## src/pkg/urd_pkg.sv

```systemverilog
package urd_pkg;

  // register locations on the three address lines
  localparam logic [2:0] ADDR_LOC0 = 3'h0;
  localparam logic [2:0] ADDR_LOC1 = 3'h1;
  localparam logic [2:0] ADDR_LOC2 = 3'h2;
  localparam logic [2:0] ADDR_LOC3 = 3'h3;
  localparam logic [2:0] ADDR_LOC4 = 3'h4;
  localparam logic [2:0] ADDR_LOC5 = 3'h5;
  localparam logic [2:0] ADDR_LOC6 = 3'h6;
  localparam logic [2:0] ADDR_LOC7 = 3'h7;

  // field positions and key values
  localparam logic [7:0] LCR_ENH_KEY = 8'hbf;
  localparam int LINE_CTL_DIV_BIT = 7;
  localparam int MODEM_CTL_LOOP_BIT = 4;
  localparam int MODEM_CTL_RTS_BIT = 1;
  localparam int MODEM_CTL_DTR_BIT = 0;
  localparam int ENH_FUNC_ENABLE_BIT = 4;
  localparam int FEATURE_LEVEL_SEL_BIT = 6;
  localparam logic [7:0] DIV_ZERO = 8'h00;
  localparam logic [7:0] REG_RST = 8'h00;

  typedef enum logic [4:0] {
    SEL_NONE = 5'h00,
    SEL_RX_HOLD = 5'h01,
    SEL_TX_HOLD = 5'h02,
    SEL_DIV_LOW = 5'h03,
    SEL_DIV_HIGH = 5'h04,
    SEL_REVISION = 5'h05,
    SEL_IDENT = 5'h06,
    SEL_DIV_FRAC = 5'h07,
    SEL_INT_EN = 5'h08,
    SEL_INT_STAT = 5'h09,
    SEL_FIFO_CTL = 5'h0a,
    SEL_LINE_CTL = 5'h0b,
    SEL_MODEM_CTL = 5'h0c,
    SEL_LINE_STAT = 5'h0d,
    SEL_MODEM_STAT = 5'h0e,
    SEL_MODEM_STAT_WR = 5'h0f,
    SEL_SCRATCH = 5'h10,
    SEL_MODE_SEL = 5'h11,
    SEL_LEVEL = 5'h12,
    SEL_TRIGGER = 5'h13,
    SEL_FEATURE = 5'h14,
    SEL_ENH_FUNC = 5'h15,
    SEL_RESUME1 = 5'h16,
    SEL_RESUME2 = 5'h17,
    SEL_PAUSE1 = 5'h18,
    SEL_PAUSE2 = 5'h19
  } urd_sel_type;

  // strobe syncs are stored active high so an all-zero reset is idle
  typedef struct packed {
    logic cs_s1;
    logic cs_s2;
    logic rd_s1;
    logic rd_s2;
    logic wr_s1;
    logic wr_s2;
    logic [2:0] addr_s1;
    logic [2:0] addr_s2;
    logic [7:0] data_s1;
    logic [7:0] data_s2;
    logic rd_act;
    logic wr_act;
    logic [7:0] rdata;
    logic [7:0] div_low;
    logic [7:0] div_high;
    logic [7:0] div_frac;
    logic [7:0] int_en;
    logic [7:0] line_ctl;
    logic [7:0] modem_ctl;
    logic [7:0] enh_func;
    logic [7:0] feature;
    logic [7:0] scratch;
    logic [7:0] mode_sel;
    logic [7:0] modem_wr;
    logic [7:0] trigger;
    logic [7:0] tx_data;
    logic [7:0] fifo_ctl;
    logic [3:0][7:0] flow;
    logic tx_wr;
    logic rx_rd;
    logic fifo_wr;
    logic fifo_trigger_level_wr;
    logic line_stat_rd;
    logic modem_stat_rd;
    logic int_stat_rd;
  } urd_state_type;

  localparam urd_state_type URD_STATE_RST = '0;

  // pins stored inverted so that reset leaves them idle
  typedef struct packed {
    logic rx_low_s1;
    logic rx_low_s2;
    logic [3:0] modem_s1;
    logic [3:0] modem_s2;
    logic tx_low;
    logic rts_on;
    logic dtr_on;
    logic rx_low;
    logic [3:0] modem_on;
  } urd_loop_state_type;

  localparam urd_loop_state_type URD_LOOP_RST = '0;

endpackage

```

## src/hdl/urd_loop.sv

```systemverilog
`timescale 1ns/100ps
`default_nettype none
module urd_loop (
  input wire logic i_ref_clk,
  input wire logic i_resetn,
  input wire logic i_loop_en,
  input wire logic i_rts_req,
  input wire logic i_dtr_req,
  input wire logic i_tx_shift,
  input wire logic i_rx_pin,
  input wire logic [3:0] i_modem_n,
  output logic o_tx_pin,
  output logic o_rts_n,
  output logic o_dtr_n,
  output logic o_rx_shift,
  output logic [3:0] o_modem_n
);
  import urd_pkg::*;

  urd_loop_state_type st_r;
  urd_loop_state_type st_nxt;

  always_comb begin
    st_nxt = st_r;
    st_nxt.rx_low_s1 = ~i_rx_pin;
    st_nxt.rx_low_s2 = st_r.rx_low_s1;
    st_nxt.modem_s1 = ~i_modem_n;
    st_nxt.modem_s2 = st_r.modem_s1;
    if (i_loop_en) begin
      // shifter output goes straight back, pins idle
      st_nxt.rx_low = ~i_tx_shift;
      st_nxt.tx_low = 1'b0;
      st_nxt.rts_on = 1'b0;
      st_nxt.dtr_on = 1'b0;
      // outside modem activity must not reach the core
      st_nxt.modem_on = 4'h0;
    end else begin
      st_nxt.rx_low = st_r.rx_low_s2;
      st_nxt.tx_low = ~i_tx_shift;
      st_nxt.rts_on = i_rts_req;
      st_nxt.dtr_on = i_dtr_req;
      st_nxt.modem_on = st_r.modem_s2;
    end
  end

  always_ff @(posedge i_ref_clk) begin
    if (!i_resetn) begin
      st_r <= URD_LOOP_RST;
    end else begin
      st_r <= st_nxt;
    end
  end

  assign o_tx_pin = ~st_r.tx_low;
  assign o_rts_n = ~st_r.rts_on;
  assign o_dtr_n = ~st_r.dtr_on;
  assign o_rx_shift = ~st_r.rx_low;
  assign o_modem_n = ~st_r.modem_on;

endmodule
`default_nettype wire

```

## src/hdl/urd_regbank.sv

```systemverilog
`timescale 1ns/100ps
`default_nettype none
module urd_regbank #(
  // arbitrary value
  parameter logic [7:0] REVISION_CODE = 8'h01,
  // arbitrary value
  parameter logic [7:0] DEVICE_IDENT = 8'h5a
) (
  input wire logic i_ref_clk,
  input wire logic i_resetn,
  input wire logic [2:0] i_addr,
  input wire logic i_cs_n,
  input wire logic i_rd_n,
  input wire logic i_wr_n,
  input wire logic [7:0] i_data,
  output logic [7:0] o_data,
  output logic o_data_oe,
  input wire logic [7:0] i_rx_hold,
  input wire logic [7:0] i_int_status,
  input wire logic [7:0] i_line_status,
  input wire logic [7:0] i_modem_status,
  input wire logic [7:0] i_fifo_level,
  output logic [7:0] o_tx_hold_data,
  output logic o_tx_hold_wr,
  output logic o_rx_hold_rd,
  output logic [7:0] o_fifo_ctl_data,
  output logic o_fifo_ctl_wr,
  output logic [7:0] o_trigger_data,
  output logic o_trigger_wr,
  output logic o_line_stat_rd,
  output logic o_modem_stat_rd,
  output logic o_int_stat_rd,
  output logic [15:0] o_divisor,
  output logic [7:0] o_divisor_frac,
  output logic [7:0] o_int_enable,
  output logic [7:0] o_line_control,
  output logic [7:0] o_modem_control,
  output logic [7:0] o_enh_function,
  output logic [7:0] o_feature_control,
  output logic [7:0] o_mode_select,
  output logic [7:0] o_modem_stat_wr_data,
  output logic [31:0] o_flow_chars,
  output logic o_loopback,
  input wire logic i_tx_shift,
  output logic o_rx_shift,
  input wire logic i_rx_pin,
  output logic o_tx_pin,
  output logic o_rts_n,
  output logic o_dtr_n,
  input wire logic i_cts_n,
  input wire logic i_dsr_n,
  input wire logic i_carrier_detect_n,
  input wire logic i_ring_indicator_n,
  output logic o_cts_n,
  output logic o_dsr_n,
  output logic o_carrier_detect_n,
  output logic o_ring_indicator_n
);
  import urd_pkg::*;

  urd_state_type st_r;
  urd_state_type st_nxt;
  logic rd_now;
  logic wr_now;
  logic rd_evt;
  logic wr_evt;
  logic div_zero;
  logic is_enh;
  urd_sel_type rsel;
  urd_sel_type wsel;
  logic [3:0] modem_out_n;

  // same map serves reads and writes; only the read side sees the id codes
  function automatic urd_sel_type urd_decode(input logic [2:0] addr,
                                             input logic [7:0] line_control,
                                             input logic efr_en,
                                             input logic level_sel,
                                             input logic dzero,
                                             input logic is_wr);
    logic enh;
    logic dvb;
    enh = (line_control == LCR_ENH_KEY);
    dvb = line_control[LINE_CTL_DIV_BIT] && !enh;
    urd_decode = SEL_NONE;
    case (addr)
      ADDR_LOC0: begin
        if (enh) begin
          urd_decode = is_wr ? SEL_TRIGGER : SEL_LEVEL;
        end else if (dvb) begin
          urd_decode = (!is_wr && dzero) ? SEL_REVISION : SEL_DIV_LOW;
        end else begin
          urd_decode = is_wr ? SEL_TX_HOLD : SEL_RX_HOLD;
        end
      end
      ADDR_LOC1: begin
        if (enh) begin
          urd_decode = SEL_FEATURE;
        end else if (dvb) begin
          urd_decode = (!is_wr && dzero) ? SEL_IDENT : SEL_DIV_HIGH;
        end else begin
          urd_decode = SEL_INT_EN;
        end
      end
      ADDR_LOC2: begin
        if (enh) begin
          urd_decode = SEL_ENH_FUNC;
        end else if (dvb && efr_en) begin
          urd_decode = SEL_DIV_FRAC;
        end else if (efr_en ? !line_control[LINE_CTL_DIV_BIT] : !enh) begin
          urd_decode = is_wr ? SEL_FIFO_CTL : SEL_INT_STAT;
        end else begin
          urd_decode = SEL_NONE;
        end
      end
      ADDR_LOC3: begin
        urd_decode = SEL_LINE_CTL;
      end
      ADDR_LOC4: begin
        urd_decode = enh ? SEL_RESUME1 : SEL_MODEM_CTL;
      end
      ADDR_LOC5: begin
        if (enh) begin
          urd_decode = SEL_RESUME2;
        end else begin
          urd_decode = is_wr ? SEL_NONE : SEL_LINE_STAT;
        end
      end
      ADDR_LOC6: begin
        if (enh) begin
          urd_decode = SEL_PAUSE1;
        end else if (!is_wr) begin
          urd_decode = SEL_MODEM_STAT;
        end else begin
          urd_decode = efr_en ? SEL_MODEM_STAT_WR : SEL_NONE;
        end
      end
      ADDR_LOC7: begin
        if (enh) begin
          urd_decode = SEL_PAUSE2;
        end else if (is_wr) begin
          urd_decode = level_sel ? SEL_MODE_SEL : SEL_SCRATCH;
        end else begin
          urd_decode = level_sel ? SEL_LEVEL : SEL_SCRATCH;
        end
      end
      default: begin
        urd_decode = SEL_NONE;
      end
    endcase
  endfunction

  // bus pins come from another domain; hold addr and data over the strobe
  assign rd_now = st_r.cs_s2 && st_r.rd_s2;
  assign wr_now = st_r.cs_s2 && st_r.wr_s2;
  assign rd_evt = rd_now && !st_r.rd_act;
  assign wr_evt = wr_now && !st_r.wr_act;
  assign div_zero = (st_r.div_low == DIV_ZERO) && (st_r.div_high == DIV_ZERO);
  assign is_enh = (st_r.line_ctl == LCR_ENH_KEY);
  assign rsel = urd_decode(st_r.addr_s2, st_r.line_ctl, st_r.enh_func[ENH_FUNC_ENABLE_BIT],
                           st_r.feature[FEATURE_LEVEL_SEL_BIT], div_zero, 1'b0);
  assign wsel = urd_decode(st_r.addr_s2, st_r.line_ctl, st_r.enh_func[ENH_FUNC_ENABLE_BIT],
                           st_r.feature[FEATURE_LEVEL_SEL_BIT], div_zero, 1'b1);

  always_comb begin
    st_nxt = st_r;
    st_nxt.cs_s1 = ~i_cs_n;
    st_nxt.cs_s2 = st_r.cs_s1;
    st_nxt.rd_s1 = ~i_rd_n;
    st_nxt.rd_s2 = st_r.rd_s1;
    st_nxt.wr_s1 = ~i_wr_n;
    st_nxt.wr_s2 = st_r.wr_s1;
    st_nxt.addr_s1 = i_addr;
    st_nxt.addr_s2 = st_r.addr_s1;
    st_nxt.data_s1 = i_data;
    st_nxt.data_s2 = st_r.data_s1;
    st_nxt.rd_act = rd_now;
    st_nxt.wr_act = wr_now;
    st_nxt.tx_wr = 1'b0;
    st_nxt.rx_rd = 1'b0;
    st_nxt.fifo_wr = 1'b0;
    st_nxt.fifo_trigger_level_wr = 1'b0;
    st_nxt.line_stat_rd = 1'b0;
    st_nxt.modem_stat_rd = 1'b0;
    st_nxt.int_stat_rd = 1'b0;
    if (wr_evt) begin
      case (wsel)
        SEL_TX_HOLD: begin
          st_nxt.tx_data = st_r.data_s2;
          st_nxt.tx_wr = 1'b1;
        end
        SEL_DIV_LOW: st_nxt.div_low = st_r.data_s2;
        SEL_DIV_HIGH: st_nxt.div_high = st_r.data_s2;
        SEL_DIV_FRAC: st_nxt.div_frac = st_r.data_s2;
        SEL_INT_EN: st_nxt.int_en = st_r.data_s2;
        SEL_FIFO_CTL: begin
          st_nxt.fifo_ctl = st_r.data_s2;
          st_nxt.fifo_wr = 1'b1;
        end
        SEL_LINE_CTL: st_nxt.line_ctl = st_r.data_s2;
        SEL_MODEM_CTL: st_nxt.modem_ctl = st_r.data_s2;
        SEL_MODEM_STAT_WR: st_nxt.modem_wr = st_r.data_s2;
        SEL_SCRATCH: st_nxt.scratch = st_r.data_s2;
        SEL_MODE_SEL: st_nxt.mode_sel = st_r.data_s2;
        SEL_TRIGGER: begin
          st_nxt.trigger = st_r.data_s2;
          st_nxt.fifo_trigger_level_wr = 1'b1;
        end
        SEL_FEATURE: st_nxt.feature = st_r.data_s2;
        SEL_ENH_FUNC: st_nxt.enh_func = st_r.data_s2;
        SEL_RESUME1: st_nxt.flow[0] = st_r.data_s2;
        SEL_RESUME2: st_nxt.flow[1] = st_r.data_s2;
        SEL_PAUSE1: st_nxt.flow[2] = st_r.data_s2;
        SEL_PAUSE2: st_nxt.flow[3] = st_r.data_s2;
        // read-only selections store nothing
        default: st_nxt.tx_wr = 1'b0;
      endcase
    end
    if (rd_evt) begin
      case (rsel)
        SEL_RX_HOLD: begin
          st_nxt.rdata = i_rx_hold;
          st_nxt.rx_rd = 1'b1;
        end
        SEL_REVISION: st_nxt.rdata = REVISION_CODE;
        SEL_IDENT: st_nxt.rdata = DEVICE_IDENT;
        SEL_DIV_LOW: st_nxt.rdata = st_r.div_low;
        SEL_DIV_HIGH: st_nxt.rdata = st_r.div_high;
        SEL_DIV_FRAC: st_nxt.rdata = st_r.div_frac;
        SEL_INT_EN: st_nxt.rdata = st_r.int_en;
        SEL_INT_STAT: begin
          st_nxt.rdata = i_int_status;
          st_nxt.int_stat_rd = 1'b1;
        end
        SEL_LINE_CTL: st_nxt.rdata = st_r.line_ctl;
        SEL_MODEM_CTL: st_nxt.rdata = st_r.modem_ctl;
        SEL_LINE_STAT: begin
          st_nxt.rdata = i_line_status;
          st_nxt.line_stat_rd = 1'b1;
        end
        SEL_MODEM_STAT: begin
          st_nxt.rdata = i_modem_status;
          st_nxt.modem_stat_rd = 1'b1;
        end
        SEL_SCRATCH: st_nxt.rdata = st_r.scratch;
        SEL_LEVEL: st_nxt.rdata = i_fifo_level;
        SEL_FEATURE: st_nxt.rdata = st_r.feature;
        SEL_ENH_FUNC: st_nxt.rdata = st_r.enh_func;
        SEL_RESUME1: st_nxt.rdata = st_r.flow[0];
        SEL_RESUME2: st_nxt.rdata = st_r.flow[1];
        SEL_PAUSE1: st_nxt.rdata = st_r.flow[2];
        SEL_PAUSE2: st_nxt.rdata = st_r.flow[3];
        default: st_nxt.rdata = REG_RST;
      endcase
    end
  end

  always_ff @(posedge i_ref_clk) begin
    if (!i_resetn) begin
      st_r <= URD_STATE_RST;
    end else begin
      st_r <= st_nxt;
    end
  end

  // only the pins are rerouted; the core keeps running as usual
  urd_loop urd_loop_inst (
    .i_ref_clk(i_ref_clk),
    .i_resetn(i_resetn),
    .i_loop_en(st_r.modem_ctl[MODEM_CTL_LOOP_BIT]),
    .i_rts_req(st_r.modem_ctl[MODEM_CTL_RTS_BIT]),
    .i_dtr_req(st_r.modem_ctl[MODEM_CTL_DTR_BIT]),
    .i_tx_shift(i_tx_shift),
    .i_rx_pin(i_rx_pin),
    .i_modem_n({i_ring_indicator_n, i_carrier_detect_n, i_dsr_n, i_cts_n}),
    .o_tx_pin(o_tx_pin),
    .o_rts_n(o_rts_n),
    .o_dtr_n(o_dtr_n),
    .o_rx_shift(o_rx_shift),
    .o_modem_n(modem_out_n)
  );

  assign o_cts_n = modem_out_n[0];
  assign o_dsr_n = modem_out_n[1];
  assign o_carrier_detect_n = modem_out_n[2];
  assign o_ring_indicator_n = modem_out_n[3];
  assign o_data = st_r.rdata;
  assign o_data_oe = st_r.rd_act;
  assign o_tx_hold_data = st_r.tx_data;
  assign o_tx_hold_wr = st_r.tx_wr;
  assign o_rx_hold_rd = st_r.rx_rd;
  assign o_fifo_ctl_data = st_r.fifo_ctl;
  assign o_fifo_ctl_wr = st_r.fifo_wr;
  assign o_trigger_data = st_r.trigger;
  assign o_trigger_wr = st_r.fifo_trigger_level_wr;
  assign o_line_stat_rd = st_r.line_stat_rd;
  assign o_modem_stat_rd = st_r.modem_stat_rd;
  assign o_int_stat_rd = st_r.int_stat_rd;
  assign o_divisor = {st_r.div_high, st_r.div_low};
  assign o_divisor_frac = st_r.div_frac;
  assign o_int_enable = st_r.int_en;
  assign o_line_control = st_r.line_ctl;
  assign o_modem_control = st_r.modem_ctl;
  assign o_enh_function = st_r.enh_func;
  assign o_feature_control = st_r.feature;
  assign o_mode_select = st_r.mode_sel;
  assign o_modem_stat_wr_data = st_r.modem_wr;
  assign o_flow_chars = st_r.flow;
  assign o_loopback = st_r.modem_ctl[MODEM_CTL_LOOP_BIT];
endmodule
`default_nettype wire

```

## config.mk

```make
export PLATFORM = sky130hd
export DESIGN_NAME = urd_regbank
export DESIGN_NICKNAME = d
export VERILOG_FILES = /design/src/pkg/urd_pkg.sv /design/src/hdl/urd_loop.sv /design/src/hdl/urd_regbank.sv
export SDC_FILE = /design/constraint.sdc
export NUM_CORES = 1
export LEC_CHECK = 0
export BUFFER_PORTS_ARGS = -buffer_cell sky130_fd_sc_hd__buf_2
export CAP_MARGIN = 20
export CORE_UTILIZATION = 54
export DETAILED_ROUTE_END_ITERATION = 10
export GPL_TIMING_DRIVEN = 0
export PLACE_DENSITY = 0.84
export SYNTH_ARGS = -nofsm -noshare
export SYNTH_HDL_FRONTEND = slang
export SYNTH_SLANG_ARGS = --single-unit
```

## constraint.sdc

```tcl
create_clock -name i_ref_clk -period 6.1 [get_ports i_ref_clk]
set_input_delay 1.83 -clock i_ref_clk [delete_from_list [all_inputs] [get_ports i_ref_clk]]
set_output_delay 1.83 -clock i_ref_clk [all_outputs]
set_load 0.01 [all_outputs]
```

; ---- Yosys cells after proc, flatten, opt, wreduce, memory -nomap -nowiden
; Index checks and enable logic that the tools add are counted.
[totals]
ff_bits = 207
inputBits = 62
[op_classes]
eq_ne = 46
muxes = 38
bitwise = 12
n_reduce_logical = 35
[ops]
columns = op, n
row1 = case mux 8 bit (20 select lines), 1
row2 = == test 5 bit (second input constant), 17
row3 = case mux 5 bit (8 select lines), 2
row4 = two-way mux 5 bit, 12
row5 = == test 5 x 4 -> 1 bit (second input constant), 11
row6 = AND reduction 2 bit, 20
row7 = two-way mux 4 bit, 9
row8 = == test 5 x 3 -> 1 bit (second input constant), 6
row9 = logical NOT 8 bit, 2
row10 = == test 5 x 2 -> 1 bit (second input constant), 3
row11 = == test 3 bit (second input constant), 4
row12 = two-way mux 1 bit, 10
row13 = NOT 1 bit, 10
row14 = == test 8 bit (second input constant), 1
row15 = NOT 4 bit, 2
row16 = logical AND 1 bit, 7
row17 = == test 3 x 2 -> 1 bit (second input constant), 2
row18 = two-way mux 3 bit, 2
row19 = == test 5 x 1 -> 1 bit (second input constant), 1
row20 = logical NOT 1 bit, 4
row21 = two-way mux 2 bit, 2
row22 = == test 3 x 1 -> 1 bit (second input constant), 1
row23 = logical NOT 3 bit, 1
row24 = OR reduction 2 bit, 1

; ---- Longest topological paths before layout
; Gate-level depths: netlist of the first run.
[depth]
word_depth = 9
ltp_mapped = 11

; ---- Modules after synthesis
; From an unflattened synthesis of the first run, not the netlist that was laid out.
[unflattened]
hier_cells = 1132
area_unflattened_um2 = 10004.6
[modules_own_cells]
columns = mod, n_inst, cells_each, area_each_um2, seq_area_each_um2
row1 = urd_regbank, 1, 1084, 9464.1, 3783.6
row2 = urd_loop, 1, 48, 540.5, 360.3

; ---- Least setup slack after synthesis of the first run
; Ideal clock, no wire load.
[synth_timing]
path_kind = input to register
from = in i_rx_hold[5]
to = reg st_r, in the netlist o_data[5]
setup_ps = 134
arrival_ps = 3054
t_required_ps = 5966
setup_slack_ps = 2911
stages = 7
n_path_buf = 0
path_cell_list = mux2_2 a22oi_1 o211ai_1 a221o_1 a221o_1 a31oi_1 a41oi_1
[synth_between]
elab_chain_cells = 1
[synth_rtl]
columns = element, line
row1 = from (decl), urd_regbank.sv:18  ; input wire logic [7:0] i_rx_hold,
row2 = case mux 8 bit (20 select lines), urd_regbank.sv:219  ; case (rsel)
row3 = to (signal assigned), urd_regbank.sv:261  ; st_r <= st_nxt;
row4 = to (decl), urd_regbank.sv:61  ; urd_state_type st_r;
; Every way passes these cells.
; A chain may end at the register's enable or synchronous reset.

; ---- Worst setup path in the final report of the first run
[layout_timing]
from = reg st_r, in the netlist o_enh_function[4]
to = out o_enh_function[4]
[layout_rtl]
columns = element, line
row1 = to (decl), urd_regbank.sv:38  ; output logic [7:0] o_enh_function,
; No word-level cell between the ends.

==> results of run 1 <==
-- power groups by stage --
stage          clock (mW)  sequential (mW)  combinational [mW]
4_1_cts              1.32             1.37               0.164
6_report             1.33             1.37               0.168
3_3_place_gp            0             1.40               0.162
3_5_place_dp            0             1.40               0.163
5_1_grt              1.38             1.38               0.176
2_1_floorplan           0             1.40              0.0974
-- layout make-up --
| type | instances | area (um2) | share of cell area [%] |
|---|---|---|---|
| Timing Repair Buffer | 221 | 1106 | 9.217 |
| Tap cell | 229 | 286.5 | 2.388 |
| Multi-Input combinational cell | 650 | 4282 | 35.68 |
| Sequential cell | 207 | 4144 | 34.53 |
| Clock buffer | 29 | 615.6 | 5.130 |
| Clock inverter | 8 | 93.84 | 0.7820 |
| Buffer | 212 | 1413 | 11.77 |
| Inverter | 16 | 60.06 | 0.5005 |
-- through the flow --
step / utilization [%] / instances / hold WS, ns / total power [mW]
floorplan: - / 1085 / 0.4057 / 1.498
global placement: 62.85 / 1535 / 0.4107 / 1.566
detailed placement: 62.85 / 1535 / 0.4131 / 1.567
CTS: 66.80 / 1572 / 0.4272 / 2.863
global route: 66.80 / 1572 / 0.4337 / 2.930
finish: 66.80 / 1572 / 0.4253 / 2.868
-- cell families (layout without fill, tap and decap cells) --
| logic type | after synthesis | count (layout) | synth area share [%] |
|---|---|---|---|
| DFF | 207 | 207 | 41.87 |
| and+or+nand+nor | 360 | 360 | 18.95 |
| AOI/OAI and AO/OA | 168 | 168 | 11.87 |
| buffers and inverters | 228 | 486 | 14.88 |
| xor gates and xnor gates | 1 | 1 | 0.08850 |
| muxes | 121 | 121 | 12.35 |
-- placed cells by master (no fill, tap or decap), types with 5 or more instances in the layout --
master and instances:
mux2i_1 112, nor2_1 133, clkinv_2 5, inv_1 14
buf_4 154, o21ai_2 9, mux2_2 9, nand3_1 53
clkbuf_1 41, dfxtp_1 207, a211oi_1 6, a22oi_1 14
nor3_1 11, nor2b_1 5, o211ai_1 5, nor4_1 6
nand2b_1 7, nand4_1 6, clkbuf_8 6, a21oi_1 20
clkbuf_16 21, o21ai_0 46, nand2_1 47, a221oi_1 5
buf_2 234, a31oi_1 11, nor3b_1 8, or3_1 7
o21ai_1 13, and2_1 37, nand3_2 6
-- state kept, by name (all words and copies together), names as in the netlist, 13 cells and up --
name / count
st_nxt: 14
o_divisor: 16
urd_loop_inst.st_r: 13
o_flow_chars: 32
st_r: 23
-- metal layers --
layer  global-route usage, %  vias up  wire, um
met5                       0        -         0
li1                        -     4119         -
met4                   13.37        0      1178
met3                   6.512       71      3066
met2                   55.58      489     15130
met1                   47.22     4268     14300
-- worst paths after layout --
check                                              to                    from
worst max register to register              o_data[2]               st_r[177]
worst max-delay path                o_enh_function[4]       o_enh_function[4]
worst min-delay path            urd_loop_inst.st_r[3]  urd_loop_inst.st_r[11]
worst min register to register  urd_loop_inst.st_r[3]  urd_loop_inst.st_r[11]
==> run metrics, run 1 <==
DP HPWL around 25000 um; Wirelength per Cell ~21 um; Maximum Capacitance Violations 0; Clock Skew ~0.018 ns; top-area cell type share of the netlist area 41.87%; Vias/cell roughly 5.7; gp weighted congestion 0.9681; DRT Wirelength ~34000 um; Top Family by Delay on Critical Path flip-flops; Reg2Reg Depth 10; clk_lat worst skew slightly above 0.5 ns; P_int 2.211 mW; I/O pin cnt between 200 and 250; switch share a little under a quarter; H-tree depth 1; dpl ws 2.490 ns; CP endpoint kind primary output; Sink Count 207; CP Class reg2out; CP bufs+invs 2; Final #Nets ~1400; core box area 17960 um2; Synthesized Nets approximately 1100; Longest Clk Path Bufs 3; # port buffers between 200 and 250; die area around 19000 um2; largest area contributor in the netlist dfxtp_1; CP max stage cell dfxtp_1; die height around 140 um; Root Driver clkbuf_16; Cell Area, Placed approximately 11000 um2; pin count of the biggest net entering global routing 15; critical path depth 2; Final Hold Viols 0; Switch Pwr 656.7 uW; Worst Hold Class reg2reg; reg-to-reg slack, setup approximately 2.8 ns; largest cells by area after synthesis dfxtp_1, buf_4, mux2i_1; TritonRoute pass-1 iters 5; Max-Slew Margin vs Limit around 28%; fmax between 200 and 300 MHz; DRT iter0 DRCs about 800; Netlist Area Pre-Place just under 10000 um2; Slew @ Worst Pin ~1.1 ns; Filler Cells Inserted 1460; final instance area 12000 um2; cts repair resizes 0; GRT overflow 0; most frequent cell after synthesis dfxtp_1; DRC Markers 0; Mapped Cells roughly 1100; TNS Setup 0 ns; Post-synth ARST share 0%; Avg Cell Area, Syn 9.123 um2; Post-synth top flop dfxtp_1; setup slack after layout approximately 2.8 ns; Antenna Nets Post-Route 0; RSZ-0062 raised after global routing false; via total after detailed routing between 8000 and 9000; register bit count reported by yosys 207; cts-stage hold buffer count 0; Setup violations, final 0; area grow syn2layout 21.24%; Max stage delay on crit path about 0.7 ns; GRT Util Overall 35.09%; crit-path cells buf_4, buf_2; max-slew violations 0; postcts setup bufs 0; ratio of final minimum period to clock period between 50% and 60%; crit path max fanout 9; vias in the first global route around 8200; crit path launch type flop; CTS tree yes; Worst Path Required ~4.3 ns; WP data arrival roughly 1.5 ns; die width roughly 140 um; status finished clean; Syn. warnings 0; fin crit period around 3.3 ns; clock transition at the registers of the reported paths ~0.060 ns; Unique masters post-synth between 70 and 80; Hold Crit Depth 1; Post-synth top cells dfxtp_1, buf_4, nor2_1, mux2i_1, nand3_1; Rows 49; initial antenna violation count 0; Cell Pwr Density between 200 and 250 nW/um2; sequential-to-total area share from yosys stat about two fifths; Clock power frac 46.2%; Initial Utilization between 50 and 60%; Static Leakage 5.793 nW; ratio of cells with drive above 1 in the final layout 35.22%; VDD IR max approximately 190 uV; Flop pwr share a little under half; total CTS buffers 21; Post-synth EDFFs 0; Comb pwr share under 10%; Inserted Diodes 0; global-route wire length before repair between 40000 and 50000 um
No activity file was read; power rests on OpenSTA's default activity.
==> run 2, diff against run 1 <==
clock period = 3.21 ns   (was 6.1 ns; I/O delays follow)
==> run metrics, run 2 (synthesis results as in run 1) <==
area grow syn2layout 21.30% (about the same); dpl ws 0.07158 ns (-2.419 ns); Worst Hold Class reg2reg; Max stage delay on crit path 0.47 ns (-0.23 ns); initial antenna violation count 0 (unchanged); Vias/cell 5.709 (+0.30%); die height 137.4 um (unchanged); core box area 17960 um2 (unchanged); CTS tree yes; CP bufs+invs 3 (+1); Reg2Reg Depth 10 (unchanged); Setup violations, final 0 (unchanged); Initial Utilization 55.10% (unchanged); Cell Area, Placed 11290 um2 (unchanged); DRC Markers 0 (unchanged); Inserted Diodes 0 (unchanged); TNS Setup 0 ns (unchanged); Top Family by Delay on Critical Path buffers and inverters; VDD IR max 362.1 uV (+90%); DP HPWL 25200 um (unchanged); Max-Slew Margin vs Limit 26.60% (-1.8 points); I/O pin cnt 223 (unchanged); setup slack after layout 0.1168 ns (-2.635 ns); met1 global-route usage 47.22% (unchanged); placed cells 1535 (unchanged); Maximum Capacitance Violations 0 (unchanged); M3 GR Usage 6.512% (unchanged); pin count of the biggest net entering global routing 15 (unchanged); Filler Cells Inserted 1458 (-0.14%); crit-path cells buf_2, buf_2, clkbuf_2, mux2_2, a22oi_1, nand2_1, a311oi_1, nand3_1, a211oi_1, a31oi_1; fmax around 320 MHz; RSZ-0062 raised after global routing false; final instance area 12010 um2 (about the same); die width 137.4 um (unchanged); crit path launch type flop; max reg flops 32 (unchanged); Final #Nets 1391 (unchanged); CP Class reg2reg; Worst Path Required 3.58 ns (-0.69 ns); Clock Skew 0.01670 ns (-0.0009518 ns); Static Leakage 5.797 nW (about the same); commonest cells after routing, fill and taps aside buf_2, dfxtp_1, buf_4; reg2reg start st_r[177]; Worst Hold End urd_loop_inst.st_r[3]; global-route wire length before repair 48710 um (unchanged); Worst Hold Launch urd_loop_inst.st_r[11]; Hold Crit Depth 1 (unchanged); Finished Layout Cells 1572 (unchanged); Rows 49 (unchanged); status finished clean; cts-stage hold buffer count 0 (unchanged); GRT Util Overall 35.09% (unchanged); ratio of cells with drive above 1 in the final layout 35.37% (+0.15 points); WP data arrival 3.46 ns (+1.94 ns); CP max stage cell dfxtp_1; TritonRoute pass-1 iters 5 (unchanged); Slew @ Worst Pin 1.099 ns (+0.02729 ns); clk_lat worst skew 0.51 ns (about the same); r2r endpoint o_data[2]; reg-to-reg slack, setup 0.12 ns (-2.69 ns); hold slack 0.4253 ns (-0.000001000 ns); Final Hold Viols 0 (unchanged); crit path max fanout 10 (+1); CP dominant cell by count buf_2; commonest non-fill, non-tap cell in the layout buf_2; Sink Count 207 (unchanged); ratio of final minimum period to clock period a little over nine tenths; DRT Wirelength 33650 um (about the same); clock transition at the registers of the reported paths 0.06 ns (about the same); grt met2 use 55.58% (unchanged); die area 18880 um2 (unchanged); Longest Clk Path Bufs 3 (unchanged); max-slew violations 0 (unchanged); GRT overflow 0 (unchanged); vias in the first global route 8221 (unchanged); Cell Pwr Density 453.8 nW/um2 (+90%); GRT Max-Usage Layer met2; H-tree depth 1 (unchanged); Antenna Nets Post-Route 0 (unchanged); DRT iter0 DRCs 837 (+5.0%); via total after detailed routing 8974 (+0.30%); Root Driver clkbuf_16; CP endpoint kind flop; gp weighted congestion 0.9681 (unchanged); # port buffers 221 (unchanged); total CTS buffers 21 (unchanged); fin crit period 3.093 ns; Wirelength per Cell 21.41 um (about the same)
## run 2: cell type report
class | count | area, um2 | share of cell area (%)
buffer | 212 | 1414 | 11.78
clock buffer | 29 | 615.6 | 5.127
inverter | 16 | 60.06 | 0.5002
timing repair buffer | 221 | 1106 | 9.212
multi-input combinational | 650 | 4287 | 35.70
sequential | 207 | 4144 | 34.51
tap | 229 | 286.5 | 2.386
clock inverter | 8 | 93.84 | 0.7816
## run 2: worst max path at each step
stage | startpoint | endpoint | slack, ns | cells past startpoint
3_3_place_gp | st_r[177] | o_data[2] | 0.09 | 10
6_report | st_r[177] | o_data[2] | 0.12 | 10
2_1_floorplan | st_r[177] | o_data[0] | 0.84 | 10
3_5_place_dp | st_r[177] | o_data[0] | 0.07 | 10
5_1_grt | st_r[177] | o_data[2] | 0.04 | 10
4_1_cts | st_r[177] | o_data[2] | 0.001 | 10
## run 2: power by group
group / leakage (nW) / internal, mW / switching (mW)
sequential: 1.68 / 2.59 / 0.0177
clock: 0.357 / 1.50 / 1.02
combinational: 3.76 / 0.108 / 0.212
## run 2: metrics by stage
| stage | power (mW) | util, % |
|---|---|---|
| after floorplan | 2.846 | - |
| after global placement | 2.976 | 62.85 |
| after detailed placement | 2.978 | 62.85 |
| after CTS | 5.440 | 66.80 |
| after global routing | 5.569 | 66.84 |
| final | 5.448 | 66.84 |
## run 2: per-layer routing
layer	up-vias	wire length [um]
li1	4121	-
met1	4289	14380
met2	489	15050
met3	75	2945
met4	0	1275
met5	-	0
## run 2: repair_timing
item	in CTS	in global routing
endpoints found under the setup margin	0	3
setup buffers	0	0
gates resized for setup	0	2
==> run 3, diff against run 2 <==
ABC_AREA = 1   (was unset)
==> run metrics, run 3 <==
top-area cell type share of the netlist area 43.81% (+1.9 points); Mapped Cells 1261 (+16%); CP Class reg2reg; Worst Hold Class reg2reg; Initial Utilization 55.07% (about the same); Vias/cell 5.275 (-7.6%); gp weighted congestion 0.9830 (+1.5%); Final #Nets 1569 (+13%); Inserted Diodes 0 (unchanged); max-slew violations 0 (unchanged); max reg flops 32 (unchanged); Max-Slew Margin vs Limit 40.19% (+14 points); Final Hold Viols 0 (unchanged); Unique masters post-synth 36 (-53%); DP HPWL 22710 um (-9.9%); commonest cells after routing, fill and taps aside buf_2, dfxtp_1, nand2_1; Post-synth ARST share 0% (unchanged); Netlist Area Pre-Place 9459 um2 (-4.4%); M3 GR Usage 5.593% (-0.92 points); Worst Path Required 3.59 ns (about the same); cts-stage hold buffer count 0 (unchanged); commonest non-fill, non-tap cell in the layout buf_2; postcts setup bufs 0 (unchanged); clk_lat worst skew 0.50 ns (about the same); GRT Util Overall 32.19% (-2.9 points); core box area 17180 um2 (-4.4%); register bit count reported by yosys 207 (unchanged); crit path launch type flop; sequential-to-total area share from yosys stat 43.81% (+1.9 points); dpl ws 0.3426 ns (+0.2710 ns); CTS tree yes; DRT iter0 DRCs 927 (+11%); clock transition at the registers of the reported paths 0.06 ns (about the same); total CTS buffers 22 (+4.8%); met1 global-route usage 43.03% (-4.2 points); GRT overflow 0 (unchanged); setup slack after layout 0.2356 ns (+0.1188 ns); Synthesized Nets 1323 (+15%); area grow syn2layout 21.76%; Setup violations, final 0 (unchanged); fin crit period 2.974 ns (-0.1188 ns); die width 134.4 um (-2.2%); Post-synth top flop dfxtp_1; reg-to-reg slack, setup 0.24 ns (+0.12 ns); Root Driver clkbuf_16; reg2reg start o_line_control[5]; largest cells by area after synthesis dfxtp_1, buf_4, a21oi_1; pin count of the biggest net entering global routing 15 (unchanged); TritonRoute pass-1 iters 7 (+2); crit path max fanout 10 (unchanged); Post-synth EDFFs 0 (unchanged); Filler Cells Inserted 1506 (+3.3%); ratio of final minimum period to clock period 92.66% (-3.7 points); Maximum Capacitance Violations 0 (unchanged); initial antenna violation count 0 (unchanged); fmax 336.2 MHz (+4.0%); Longest Clk Path Bufs 3 (unchanged); die area 18050 um2 (-4.4%); DRC Markers 0 (unchanged); GRT Max-Usage Layer met2; critical path launch point o_line_control[5]; RSZ-0062 raised after global routing false; Hold Crit Depth 2 (+1); Wirelength per Cell 17.05 um (-20%); Setup crit end o_divisor[0]; cts repair resizes 0 (unchanged); global-route wire length before repair 44370 um (-8.9%); Cell Pwr Density 458.4 nW/um2 (+1.0%); Post-synth top cells dfxtp_1, nand2_1, a21oi_1, buf_4, nor2_1; vias in the first global route 8180 (-0.50%); H-tree depth 1 (unchanged); Sink Count 207 (unchanged); hold slack 0.4078 ns (-0.01754 ns); most frequent cell after synthesis dfxtp_1; Avg Cell Area, Syn 7.501 um2 (-18%); largest area contributor in the netlist dfxtp_1; WP data arrival 3.35 ns (-0.11 ns); VDD IR max 460.8 uV (+27%); status finished clean; # port buffers 221 (unchanged); TNS Setup 0 ns (unchanged); CP endpoint kind flop; Final Core Density 67.05% (+0.21 points); r2r endpoint o_divisor[0]; Slew @ Worst Pin 0.8922 ns (-0.2067 ns); grt met2 use 52.22% (-3.4 points); I/O pin cnt 223 (unchanged); Antenna Nets Post-Route 0 (unchanged); Static Leakage 5.648 nW (-2.6%); Rows 48 (-2.0%); DRT Wirelength 29740 um (-12%); Reg2Reg Depth 11 (+1); ratio of cells with drive above 1 in the final layout 29.62% (-5.7 points); via total after detailed routing 9200 (+2.5%); Clock Skew 0.008857 ns (-0.007845 ns); Syn. warnings 0 (unchanged); die height 134.4 um (-2.2%)
## run 3: cell type report
| class | instances | area [um2] | share of cell area, % |
|---|---|---|---|
| inverters | 133 | 499.2 | 4.335 |
| clock inverters | 8 | 51.30 | 0.4454 |
| clock buffers | 28 | 614.3 | 5.334 |
| well taps | 225 | 281.5 | 2.444 |
| repair buffers | 222 | 1111 | 9.647 |
| flip-flops and latches | 207 | 4144 | 35.98 |
| plain buffers | 197 | 1329 | 11.54 |
| multi-input cells | 724 | 3487 | 30.28 |
## run 3: report_power, final
| part | leakage [nW] | internal [mW] | switching (mW) |
|---|---|---|---|
| registers | 1.68 | 2.60 | 0.0222 |
| logic | 3.65 | 0.0908 | 0.212 |
| clock network | 0.322 | 1.35 | 1.01 |
| total | 5.65 | 4.04 | 1.24 |
## run 3: worst max-delay path: stages (launching register included)
cell and delay, ns:
dfxtp_1 0.40, nand2_1 0.09, nor2_2 0.17, nand2_2 0.15
nor2_1 0.69, nor4_1 0.12, nand3_1 0.15, nand2_4 0.11
nor2_1 0.24, nand4_1 0.35, o21ai_0 0.30, a21oi_1 0.07
## run 3: logic make-up (layout without fill, tap and decap cells)
group	after synthesis	in the layout	share of synthesized area, %
and+or+nand+nor	433	433	20.16
buffers and inverters	330	588	19.33
AOI/OAI and AO/OA	291	291	16.71
DFF	207	207	43.81
## run 3: worst min-delay path by stage
stage / from / endpoint / slack (ns)
final: urd_loop_inst.st_r[10] / urd_loop_inst.st_r[2] / 0.41
after global routing: urd_loop_inst.st_nxt[10] / urd_loop_inst.st_r[10] / 0.43
after CTS: urd_loop_inst.st_r[10] / urd_loop_inst.st_r[2] / 0.41
after detailed placement: st_nxt[185] / st_r[185] / 0.40
after global placement: urd_loop_inst.st_nxt[10] / urd_loop_inst.st_r[10] / 0.39
after floorplan: st_nxt[161] / st_r[161] / 0.39
## run 3: per-layer routing
metal	part of all wire [%]	wire length (um)	vias up
li1	-	-	4447
met1	41	12110	4232
met2	46	13680	466
met3	10	3039	55
met4	3.0	905	0
met5	0	0	-
## run 3: through the flow
| stage | total power, mW | instance area (um2) | std cells |
|---|---|---|---|
| detailed placement | 2.970 | 10850 | 1708 |
| floorplan | 2.839 | 9459 | 1261 |
| finish | 5.280 | 11520 | 1744 |
| global route | 5.419 | 11520 | 1744 |
| global placement | 2.968 | 10850 | 1707 |
| CTS | 5.283 | 11520 | 1744 |
